==> config.mk <==
export PLATFORM = sky130hd
export DESIGN_NAME = eaz_zone_bus
export DESIGN_NICKNAME = d
export VERILOG_FILES = /design/src/eaz_pkg.sv /design/src/eaz_zone_bus.sv /design/src/eaz_sync.sv /design/src/eaz_clkgen.sv
export SDC_FILE = /design/constraint.sdc
export NUM_CORES = 1
export LEC_CHECK = 0
export BUFFER_PORTS_ARGS = -buffer_cell sky130_fd_sc_hd__buf_2
export CAP_MARGIN = 20
export CORE_MARGIN = 4
export CORE_UTILIZATION = 45
export CTS_CLUSTER_DIAMETER = 50
export DETAILED_ROUTE_END_ITERATION = 8
export PLACE_DENSITY = 0.67
export SLEW_MARGIN = 40
export SYNTH_ARGS = -nofsm -noshare
export SYNTH_HDL_FRONTEND = slang
export SYNTH_SLANG_ARGS = --single-unit
==> constraint.sdc <==
create_clock -name CLOCK -period 12.9 [get_ports CLOCK]
set_clock_uncertainty 0.2 [all_clocks]
set_input_delay 1.29 -clock CLOCK [delete_from_list [all_inputs] [get_ports CLOCK]]
set_output_delay 1.29 -clock CLOCK [all_outputs]
set_load 0.005 [all_outputs]
==> src/eaz_pkg.sv <==
// package for the external async zone bus: zone map, timing field layout, states
// assumes a 100 MHz system clock and a 20-bit external address bus
package eaz_pkg;
  localparam int ADDR_W      = 20;
  localparam int IADDR_W     = 22;
  localparam int DATA_W      = 32;
  localparam int NZONE       = 3;
  localparam int ZONE0_IDX   = 0;
  localparam int ZONE6_IDX   = 1;
  localparam int ZONE7_IDX   = 2;
  localparam logic [IADDR_W-1:0] ZONE0_BASE = 22'h004000;
  localparam logic [IADDR_W-1:0] ZONE6_BASE = 22'h100000;
  localparam logic [IADDR_W-1:0] ZONE7_BASE = 22'h200000;
  localparam logic [IADDR_W-1:0] ZONE0_SPAN = 22'h001000;
  localparam logic [IADDR_W-1:0] ZONE6_SPAN = 22'h100000;
  localparam logic [IADDR_W-1:0] ZONE7_SPAN = 22'h100000;
  localparam logic [ADDR_W-1:0]  ZONE0_MASK = 20'h00fff;
  localparam logic [ADDR_W-1:0]  ZONE67_MASK = 20'hfffff;
  localparam int PCLK_TIMCLK_BIT = 12;
  localparam int CNT_W = 3;
  localparam logic [CNT_W-1:0] LEAD_RESET   = 3'h6;
  localparam logic [CNT_W-1:0] ACTIVE_RESET = 3'h7;
  localparam logic [CNT_W-1:0] TRAIL_RESET  = 3'h3;
  localparam logic [CNT_W-1:0] CNT_ZERO     = 3'h0;
  localparam logic [CNT_W-1:0] CNT_ONE      = 3'h1;
  localparam logic [1:0] SYNC_ZERO = 2'h0;

  typedef struct packed {
    logic [CNT_W-1:0] lead;
    logic [CNT_W-1:0] active;
    logic [CNT_W-1:0] trail;
  } eaz_phase_t;

  typedef struct packed {
    eaz_phase_t rd;
    eaz_phase_t wr;
    logic       use_ready;
    logic       wide32;
  } eaz_timing_t;

  localparam eaz_timing_t TIMING_RESET =
    '{rd: '{LEAD_RESET, ACTIVE_RESET, TRAIL_RESET},
      wr: '{LEAD_RESET, ACTIVE_RESET, TRAIL_RESET},
      use_ready: 1'b1, wide32: 1'b0};

  typedef struct packed {
    logic [IADDR_W-1:0] addr;
    logic [DATA_W-1:0]  wdata;
    logic               write;
    logic               wide;
  } eaz_req_t;

  typedef enum logic [2:0] {
    ST_IDLE   = 3'b000,
    ST_START  = 3'b001,
    ST_LEAD   = 3'b010,
    ST_ACTIVE = 3'b011,
    ST_WAITRD = 3'b100,
    ST_TRAIL  = 3'b101
  } eaz_state_t;
endpackage

==> src/eaz_zone_bus.sv <==
// external async zone bus master: three zones onto a shared 20-bit bus
// assumes one requester (processor or dma) presents a request held until done
//
// Contract
// - each zone drives its own active-low select during its access only
// - read and write lead, active and trail counts set per zone
// - zone option lets a low ready input stretch the active phase
// - timing clock runs at system rate or half, shared by zones
// - cycles start on bus clock rise; events on timing clock ticks
// - zone chooses 16- or 32-bit data; reach unchanged
// - in 32-bit mode lowest address line becomes second write strobe
// - one shared 20-bit address bus qualified by zone select
// - dma and processor both reach all three zones
// - timing clock gated after reset until control bit 12 set
// - gating the timing clock leaves the bus clock running
// - zone 0 keeps write then read in program order
// - zone 7 always mapped, disjoint from zone 6
// - zone 0 at 0x4000 4K words; zones 6,7 at 0x100000, 0x200000
// - timing configuration writes accepted only with protect enable set
// - zone selects are independent, never combined
// - zone 0 drives external 0x00000 to 0x00FFF
// - zones 6 and 7 drive 0x00000 to 0xFFFFF
// - zones 0,6,7 always enabled; other addresses make no access
// - outside zone 0 accesses also run one at a time in program order
module eaz_zone_bus
  import eaz_pkg::*;
#(
  parameter int PCLK_W = 16
)
(
  input  wire logic                CLOCK,
  input  wire logic                SYS_RST,
  input  wire logic                CLK_EN,
  input  wire logic [PCLK_W-1:0]   PERIPH_CLK_CTRL3,
  input  wire logic                TIM_FULL_RATE,
  input  wire logic                XCLK_HALF,
  input  wire logic                XCLK_OFF,
  input  wire logic                PROTECT_WR_EN,
  input  wire logic                CFG_WE,
  input  wire logic [1:0]          CFG_ZONE,
  input  wire eaz_timing_t         CFG_TIMING,
  input  wire logic                CPU_VALID,
  input  wire eaz_req_t            CPU_REQ,
  output logic                     CPU_READY,
  input  wire logic                DMA_VALID,
  input  wire eaz_req_t            DMA_REQ,
  output logic                     DMA_READY,
  output logic [DATA_W-1:0]        RDATA,
  output logic                     RDATA_VALID,
  output logic                     REQ_ERROR,
  output logic                     BUSY,
  output logic                     INTERFACE_TIMING_CLOCK,
  output logic                     EXTERNAL_BUS_CLOCK_OUT,
  output logic [ADDR_W-1:0]        EXTERNAL_ADDRESS_BUS,
  output logic                     ZONE0_SELECT_N,
  output logic                     ZONE6_SELECT_N,
  output logic                     ZONE7_SELECT_N,
  output logic                     READ_STROBE_N,
  output logic                     WRITE_STROBE_N,
  output logic [DATA_W-1:0]        DATA_OUT,
  output logic                     DATA_OE,
  input  wire logic [DATA_W-1:0]   DATA_IN,
  input  wire logic                EXTERNAL_READY_INPUT
);
  eaz_timing_t        timing [NZONE];
  eaz_state_t         state;
  eaz_req_t           cur;
  logic [1:0]         zone;
  logic               cur_dma;
  logic [2:0]         pick_dec;
  logic [CNT_W-1:0]   cnt;
  logic               tim_tick;
  logic               xclk_rise;
  logic               rdy_sync;
  logic [DATA_W-1:0]  din_q;
  logic [DATA_W-1:0]  din_sync;
  logic               sel_dma;
  eaz_req_t           pick;
  logic [1:0]         pick_zone;
  logic               pick_hit;
  eaz_phase_t         ph;
  logic               stretch;

  function automatic logic [2:0] zone_decode(input logic [IADDR_W-1:0] a);
    if (a >= ZONE0_BASE && a < ZONE0_BASE + ZONE0_SPAN)
      return {1'b1, 2'(ZONE0_IDX)};
    else if (a >= ZONE6_BASE && a < ZONE6_BASE + ZONE6_SPAN)
      return {1'b1, 2'(ZONE6_IDX)};
    else if (a >= ZONE7_BASE && a < ZONE7_BASE + ZONE7_SPAN)
      return {1'b1, 2'(ZONE7_IDX)};
    else
      return 3'h0;
  endfunction

  function automatic logic [ADDR_W-1:0] ext_addr(input logic [IADDR_W-1:0] a,
                                                 input logic [1:0] z);
    logic [IADDR_W-1:0] off;
    off = 22'h000000;
    case (z)
      2'(ZONE0_IDX): off = a - ZONE0_BASE;
      2'(ZONE6_IDX): off = a - ZONE6_BASE;
      default:       off = a - ZONE7_BASE;
    endcase
    return (z == 2'(ZONE0_IDX)) ? (off[ADDR_W-1:0] & ZONE0_MASK)
                                : (off[ADDR_W-1:0] & ZONE67_MASK);
  endfunction

  eaz_clkgen u_clkgen (
    .clk       (CLOCK),
    .rst       (SYS_RST),
    .en        (CLK_EN),
    .tim_on    (PERIPH_CLK_CTRL3[PCLK_TIMCLK_BIT]),
    .tim_full  (TIM_FULL_RATE),
    .xclk_half (XCLK_HALF),
    .xclk_off  (XCLK_OFF),
    .tim_tick  (tim_tick),
    .xclk_rise (xclk_rise),
    .xclk_out  (EXTERNAL_BUS_CLOCK_OUT)
  );

  assign INTERFACE_TIMING_CLOCK = tim_tick;

  eaz_sync u_rdy (
    .clk  (CLOCK),
    .rst  (SYS_RST),
    .en   (CLK_EN),
    .din  (EXTERNAL_READY_INPUT),
    .dout (rdy_sync)
  );

  genvar gi;
  generate
    for (gi = 0; gi < DATA_W; gi++)
    begin : g_din
      eaz_sync u_d (
        .clk  (CLOCK),
        .rst  (SYS_RST),
        .en   (CLK_EN),
        .din  (DATA_IN[gi]),
        .dout (din_sync[gi])
      );
    end
  endgenerate

  always_ff @(posedge CLOCK or posedge SYS_RST)
  begin
    if (SYS_RST)
    begin
      for (int i = 0; i < NZONE; i++)
        timing[i] <= TIMING_RESET;
    end
    else if (CLK_EN && CFG_WE && PROTECT_WR_EN && CFG_ZONE < 2'(NZONE))
      timing[CFG_ZONE] <= CFG_TIMING;
  end

  always_comb
  begin
    sel_dma   = DMA_VALID & ~CPU_VALID;
    pick      = sel_dma ? DMA_REQ : CPU_REQ;
    pick_dec  = zone_decode(pick.addr);
    pick_hit  = pick_dec[2];
    pick_zone = pick_dec[1:0];
  end

  always_comb
  begin
    ph      = cur.write ? timing[zone].wr : timing[zone].rd;
    stretch = timing[zone].use_ready & ~rdy_sync;
  end

  always_ff @(posedge CLOCK or posedge SYS_RST)
  begin
    if (SYS_RST)
    begin
      state    <= ST_IDLE;
      cur      <= '0;
      zone     <= 2'h0;
      cur_dma  <= 1'b0;
      cnt      <= CNT_ZERO;
      din_q    <= '0;
    end
    else if (CLK_EN)
    begin
      case (state)
        ST_IDLE:
        begin
          if ((CPU_VALID || DMA_VALID) && pick_hit)
          begin
            cur     <= pick;
            zone    <= pick_zone;
            cur_dma <= sel_dma;
            state   <= ST_START;
          end
        end
        ST_START:
        begin
          if (xclk_rise)
          begin
            cnt   <= ph.lead;
            state <= ST_LEAD;
          end
        end
        ST_LEAD:
        begin
          if (tim_tick)
          begin
            if (cnt <= CNT_ONE)
            begin
              cnt   <= ph.active;
              state <= ST_ACTIVE;
            end
            else
              cnt <= cnt - CNT_ONE;
          end
        end
        ST_ACTIVE:
        begin
          if (tim_tick)
          begin
            if (cnt <= CNT_ONE)
              state <= ST_WAITRD;
            else
              cnt <= cnt - CNT_ONE;
          end
        end
        ST_WAITRD:
        begin
          if (tim_tick && !stretch)
          begin
            din_q <= timing[zone].wide32 ? din_sync
                                         : {{(DATA_W/2){1'b0}}, din_sync[DATA_W/2-1:0]};
            cnt   <= ph.trail;
            state <= ST_TRAIL;
          end
        end
        ST_TRAIL:
        begin
          if (tim_tick)
          begin
            if (cnt <= CNT_ONE)
            begin
              state <= ST_IDLE;
            end
            else
              cnt <= cnt - CNT_ONE;
          end
        end
        default: state <= ST_IDLE;
      endcase
    end
  end

  logic done;
  assign done = CLK_EN & (state == ST_TRAIL) & tim_tick & (cnt <= CNT_ONE);

  assign CPU_READY = (state == ST_IDLE) & CLK_EN & CPU_VALID & ~pick_hit
                     | done & ~cur_dma;
  assign DMA_READY = (state == ST_IDLE) & CLK_EN & sel_dma & ~pick_hit
                     | done & cur_dma;
  assign BUSY      = (state != ST_IDLE);

  always_ff @(posedge CLOCK or posedge SYS_RST)
  begin
    if (SYS_RST)
    begin
      RDATA_VALID <= 1'b0;
      REQ_ERROR   <= 1'b0;
      RDATA       <= '0;
    end
    else if (CLK_EN)
    begin
      RDATA_VALID <= done & ~cur.write;
      REQ_ERROR   <= (state == ST_IDLE) & (CPU_VALID | DMA_VALID) & ~pick_hit;
      if (done && !cur.write)
        RDATA <= din_q;
    end
  end

  logic in_cycle;
  logic strobe_on;
  assign in_cycle  = (state == ST_LEAD) | (state == ST_ACTIVE) | (state == ST_WAITRD)
                     | (state == ST_TRAIL);
  assign strobe_on = (state == ST_ACTIVE) | (state == ST_WAITRD);

  always_ff @(posedge CLOCK or posedge SYS_RST)
  begin
    if (SYS_RST)
    begin
      EXTERNAL_ADDRESS_BUS <= '0;
      ZONE0_SELECT_N       <= 1'b1;
      ZONE6_SELECT_N       <= 1'b1;
      ZONE7_SELECT_N       <= 1'b1;
      READ_STROBE_N        <= 1'b1;
      WRITE_STROBE_N       <= 1'b1;
      DATA_OUT             <= '0;
      DATA_OE              <= 1'b0;
    end
    else if (CLK_EN)
    begin
      EXTERNAL_ADDRESS_BUS <= ext_addr(cur.addr, zone);
      if (timing[zone].wide32)
        EXTERNAL_ADDRESS_BUS[0] <= ~(strobe_on & cur.write);
      ZONE0_SELECT_N <= ~(in_cycle & (zone == 2'(ZONE0_IDX)));
      ZONE6_SELECT_N <= ~(in_cycle & (zone == 2'(ZONE6_IDX)));
      ZONE7_SELECT_N <= ~(in_cycle & (zone == 2'(ZONE7_IDX)));
      READ_STROBE_N  <= ~(strobe_on & ~cur.write);
      WRITE_STROBE_N <= ~(strobe_on & cur.write);
      DATA_OUT       <= timing[zone].wide32 ? cur.wdata
                        : {{(DATA_W/2){1'b0}}, cur.wdata[DATA_W/2-1:0]};
      DATA_OE        <= in_cycle & cur.write;
    end
  end
endmodule

==> src/eaz_sync.sv <==
// three-stage synchroniser for one pin level
// the output is the agreed level of stages two and three
module eaz_sync
  import eaz_pkg::*;
(
  input  wire logic clk,
  input  wire logic rst,
  input  wire logic en,
  input  wire logic din,
  output logic      dout
);
  logic       meta;
  logic [1:0] stage;

  always_ff @(posedge clk or posedge rst)
  begin
    if (rst)
    begin
      meta  <= 1'b0;
      stage <= SYNC_ZERO;
      dout  <= 1'b0;
    end
    else if (en)
    begin
      meta  <= din;
      stage <= {stage[0], meta};
      if (stage[1] == stage[0])
        dout <= stage[0];
    end
  end
endmodule

==> src/eaz_clkgen.sv <==
// interface timing clock enable and bus clock out generator
// runs on the system clock; the timing clock is a one-cycle enable tick
module eaz_clkgen
  import eaz_pkg::*;
(
  input  wire logic clk,
  input  wire logic rst,
  input  wire logic en,
  input  wire logic tim_on,
  input  wire logic tim_full,
  input  wire logic xclk_half,
  input  wire logic xclk_off,
  output logic      tim_tick,
  output logic      xclk_rise,
  output logic      xclk_out
);
  logic tdiv;
  logic xdiv;

  always_ff @(posedge clk or posedge rst)
  begin
    if (rst)
      tdiv <= 1'b0;
    else if (en)
      tdiv <= tim_full ? 1'b0 : ~tdiv;
  end

  assign tim_tick = tim_on & (tim_full | tdiv);

  always_ff @(posedge clk or posedge rst)
  begin
    if (rst)
      xdiv <= 1'b0;
    else if (en && (tim_full || tdiv))
      xdiv <= xclk_half ? ~xdiv : 1'b1;
  end

  assign xclk_rise = tim_tick & (~xclk_half | ~xdiv);

  always_ff @(posedge clk or posedge rst)
  begin
    if (rst)
      xclk_out <= 1'b0;
    else if (en)
      xclk_out <= ~xclk_off & (xclk_half ? ~xdiv : (tim_full ? ~xclk_out : tdiv));
  end
endmodule

==> summary.txt <==
status - completed
Worst setup EP type - output port
Synth top cells by count - 331 x dfrtp_1, 205 x nand2_1, 191 x mux2_2
Via Count - 11000
Max Buffers Root-to-Sink - 3
Max VDD drop - 132 uV
final hold vios - 0
Mapped Area - 16100 um^2
WL/cell - 17.0 um
Clk pin slew, worst setup/hold paths - 60 ps
mux share of post-synthesis cell area - 15.8%
PD cells - 189 nW/um^2
Async S/R FF share, synth - 100%
area growth from synthesis to layout - 19.8%
DP HPWL - 23200 um
EDFF count, synth - 0
post-synthesis sequential area ratio - 59.6%
Critical Path RT - 11410 ps
RSZ-0062 raised after global routing - false
relative slew slack - 37.0%
initial antenna violation count - 5
# IOs - 290
crit-path cells - buf_2 -> nand2b_2 -> buf_4 -> a2111o_1 -> and4_4 -> o32ai_1 -> buf_2
Buf/Inv on CP - 3
worst hold slack - 271 ps
# port buffers - 272
CP arrival - 2970 ps
Mean Syn Cell Area - 11.6 um^2
Die Y - 197 um
Num CTS Buffers - 43
setup bufs post-CTS - 0
Synth Warn # - 0
final setup TNS - 0 ps
Remaining DRCs - 0
Iter 0 DRT Violations - 482
most numerous cell in the Yosys netlist - dfrtp_1
Fmax - 224 MHz
Simple-Gate Fraction of Synth Area - 8.43%
ranking of synthesized cells by area - dfrtp_1 51%, mux2_2 13%, dfstp_2 8.2%
slowest stage delay, CP - 370 ps
Syn Nets - 1584
Synth Area in Compound Gates - 12.0%
Max H-tree Level - 2
num rows - 69
post-synthesis cell type count - 57
Leakage - 0.00892 uW
share of post-route cells with drive strength above 1 - 38.9%
Antenna Violating Nets Remaining - 0
Filler cells - 3045
post-layout net count - 1828
crit share post-route - 34.6%
GRT overflow - 0
DIE WIDTH - 197 um
total of max-cap violations - 0
starting density of the core - 45.4%
Setup Viol. Count Final - 0
Area after DPL - 17900 um^2
vias per inst - 5.18
XOR/XNOR share of the synthesized area - 0.109%
Worst-Skew Late Latency - 540 ps
first-pass GRT wire length - 59700 um
largest net degree at the start of global routing - 184
crit path max fanout - 51
dpl ws - 8430 ps
CTS Root Cell - clkbuf_16
flops & latches, synth - 381
Final WS setup - 8440 ps
Max Slew Vio Count - 0
cell family with most CP delay - buffers and inverters
post-route cell area - 19300 um^2
die area - 38900 um^2
Synth top area share - 51.4%
vias in the first global route - 11500
CTS tree - built
main combinational cell family by area after synthesis - multiplexers
post_cts resized - 0
GRT Total Usage - 18.7%
CP Launch Type - primary input
adder-cell share of the synthesized area - 0.155%
post-layout min period - 4460 ps
CP dominant cell by count - buf_2
Main synth FF type - dfrtp_1
area of the core - 35500 um^2
measured slew at the worst slew-check pin - 945 ps
Tightest Hold Check Type - register to register
Crit-path slowest cell - a2111o_1
First-pass DRT Iterations - 6
Syn Inst Count - 1389
GP Congestion - 0.819
Post-CTS Hold Fix Bufs - 0
drt total wl - 36200 um
clock sink count - 381
Yosys top cell by area - dfrtp_1
Critical Setup Path Class - primary input to output port
Post-Route Utilization - 54.4%
layout make-up:
cell class / instances / area [um^2] / share of cell area (%)
clock inverters: 14 / 189 / 0.979
repair buffers: 287 / 1560 / 8.10
diodes: 4 / 10.0 / 0.0519
multi-input cells: 860 / 5940 / 30.8
flip-flops and latches: 381 / 9600 / 49.7
well taps: 461 / 577 / 2.99
inverters: 60 / 240 / 1.24
clock buffers: 60 / 1190 / 6.16
logic make-up after synthesis:
| kind of cell | count (synthesis) |
|---|---|
| AO/OA/AOI/OAI | 300 |
| XOR/XNOR | 2 |
| adder cells (fa/ha/maj) | 2 |
| buffers and inverters | 148 |
| flip-flops | 381 |
| multiplexers | 226 |
| AND/OR/NAND/NOR | 330 |
per-stage QoR:
stage	cells	total power (uW)
after CTS	2121	3700
after global routing	2125	3890
after detailed placement	2047	2490
final	2127	3650
after floorplan	1389	2220
after global placement	2045	2450
power breakdown:
part,switching [uW],internal [uW],total [uW]
sequential,199,1530,1730
combinational,364,368,732
clock,469,723,1190
cell usage in the layout (no fill, tap or decap), types with 7 or more instances in the layout:
cell type,synthesis,routed
o211ai_1,10,10
mux2_2,191,191
mux2_4,7,7
o2bb2ai_1,10,10
nand2_1,205,203
mux2i_1,19,19
o21ai_0,137,137
clkbuf_1,44,12
a31oi_1,25,25
mux2_1,9,9
nor2_1,70,70
clkbuf_16,0,43
dfstp_2,50,50
dfrtp_1,331,330
inv_1,60,58
buf_2,25,271
a31oi_2,30,30
nand3_1,27,27
a21oi_1,48,48
buf_4,3,7
sequential cells by signal, summed over array words and instances (netlist names), 2 cells and up:
| name | cells |
|---|---|
| timing | 60 |
| u_rdy.stage | 2 |
| cur | 53 |
| DATA_OUT | 32 |
| state | 3 |
| g_din.u_d.dout | 32 |
| din_q | 32 |
| zone | 2 |
| cnt | 3 |
| g_din.u_d.stage | 64 |
| EXTERNAL_ADDRESS_BUS | 20 |
| RDATA | 32 |
| g_din.u_d.meta | 32 |
path summary, 6_finish.rpt:
kind / from / depth (start not counted) / endpoint / slack (ps)
setup reg to reg: zone[1]$_DFFE_PP0P_ / 6 / din_q[10]$_DFFE_PP0P_ / 9800
max in group asynchronous: SYS_RST / 4 / cur[23]$_DFFE_PP0P_ / 10490
hold reg to reg: RDATA_VALID$_DFFE_PP0P_ / 1 / RDATA_VALID$_DFFE_PP0P_ / 270
hold / removal: RDATA_VALID$_DFFE_PP0P_ / 1 / RDATA_VALID$_DFFE_PP0P_ / 270
setup / recovery: CPU_VALID / 7 / DMA_READY / 8440
min in group asynchronous: SYS_RST / 2 / din_q[1]$_DFFE_PP0P_ / 520
routing by layer:
layer / vias up / global-route usage, % / routed length, um
met3: 45 / 5.68 / 2740
met4: 6 / 5.19 / 592
li1: 5321 / - / -
met1: 5364 / 24.4 / 15500
met2: 278 / 30.4 / 17300
met5: - / 0 / 40
Power figures use the tool's default switching activity.
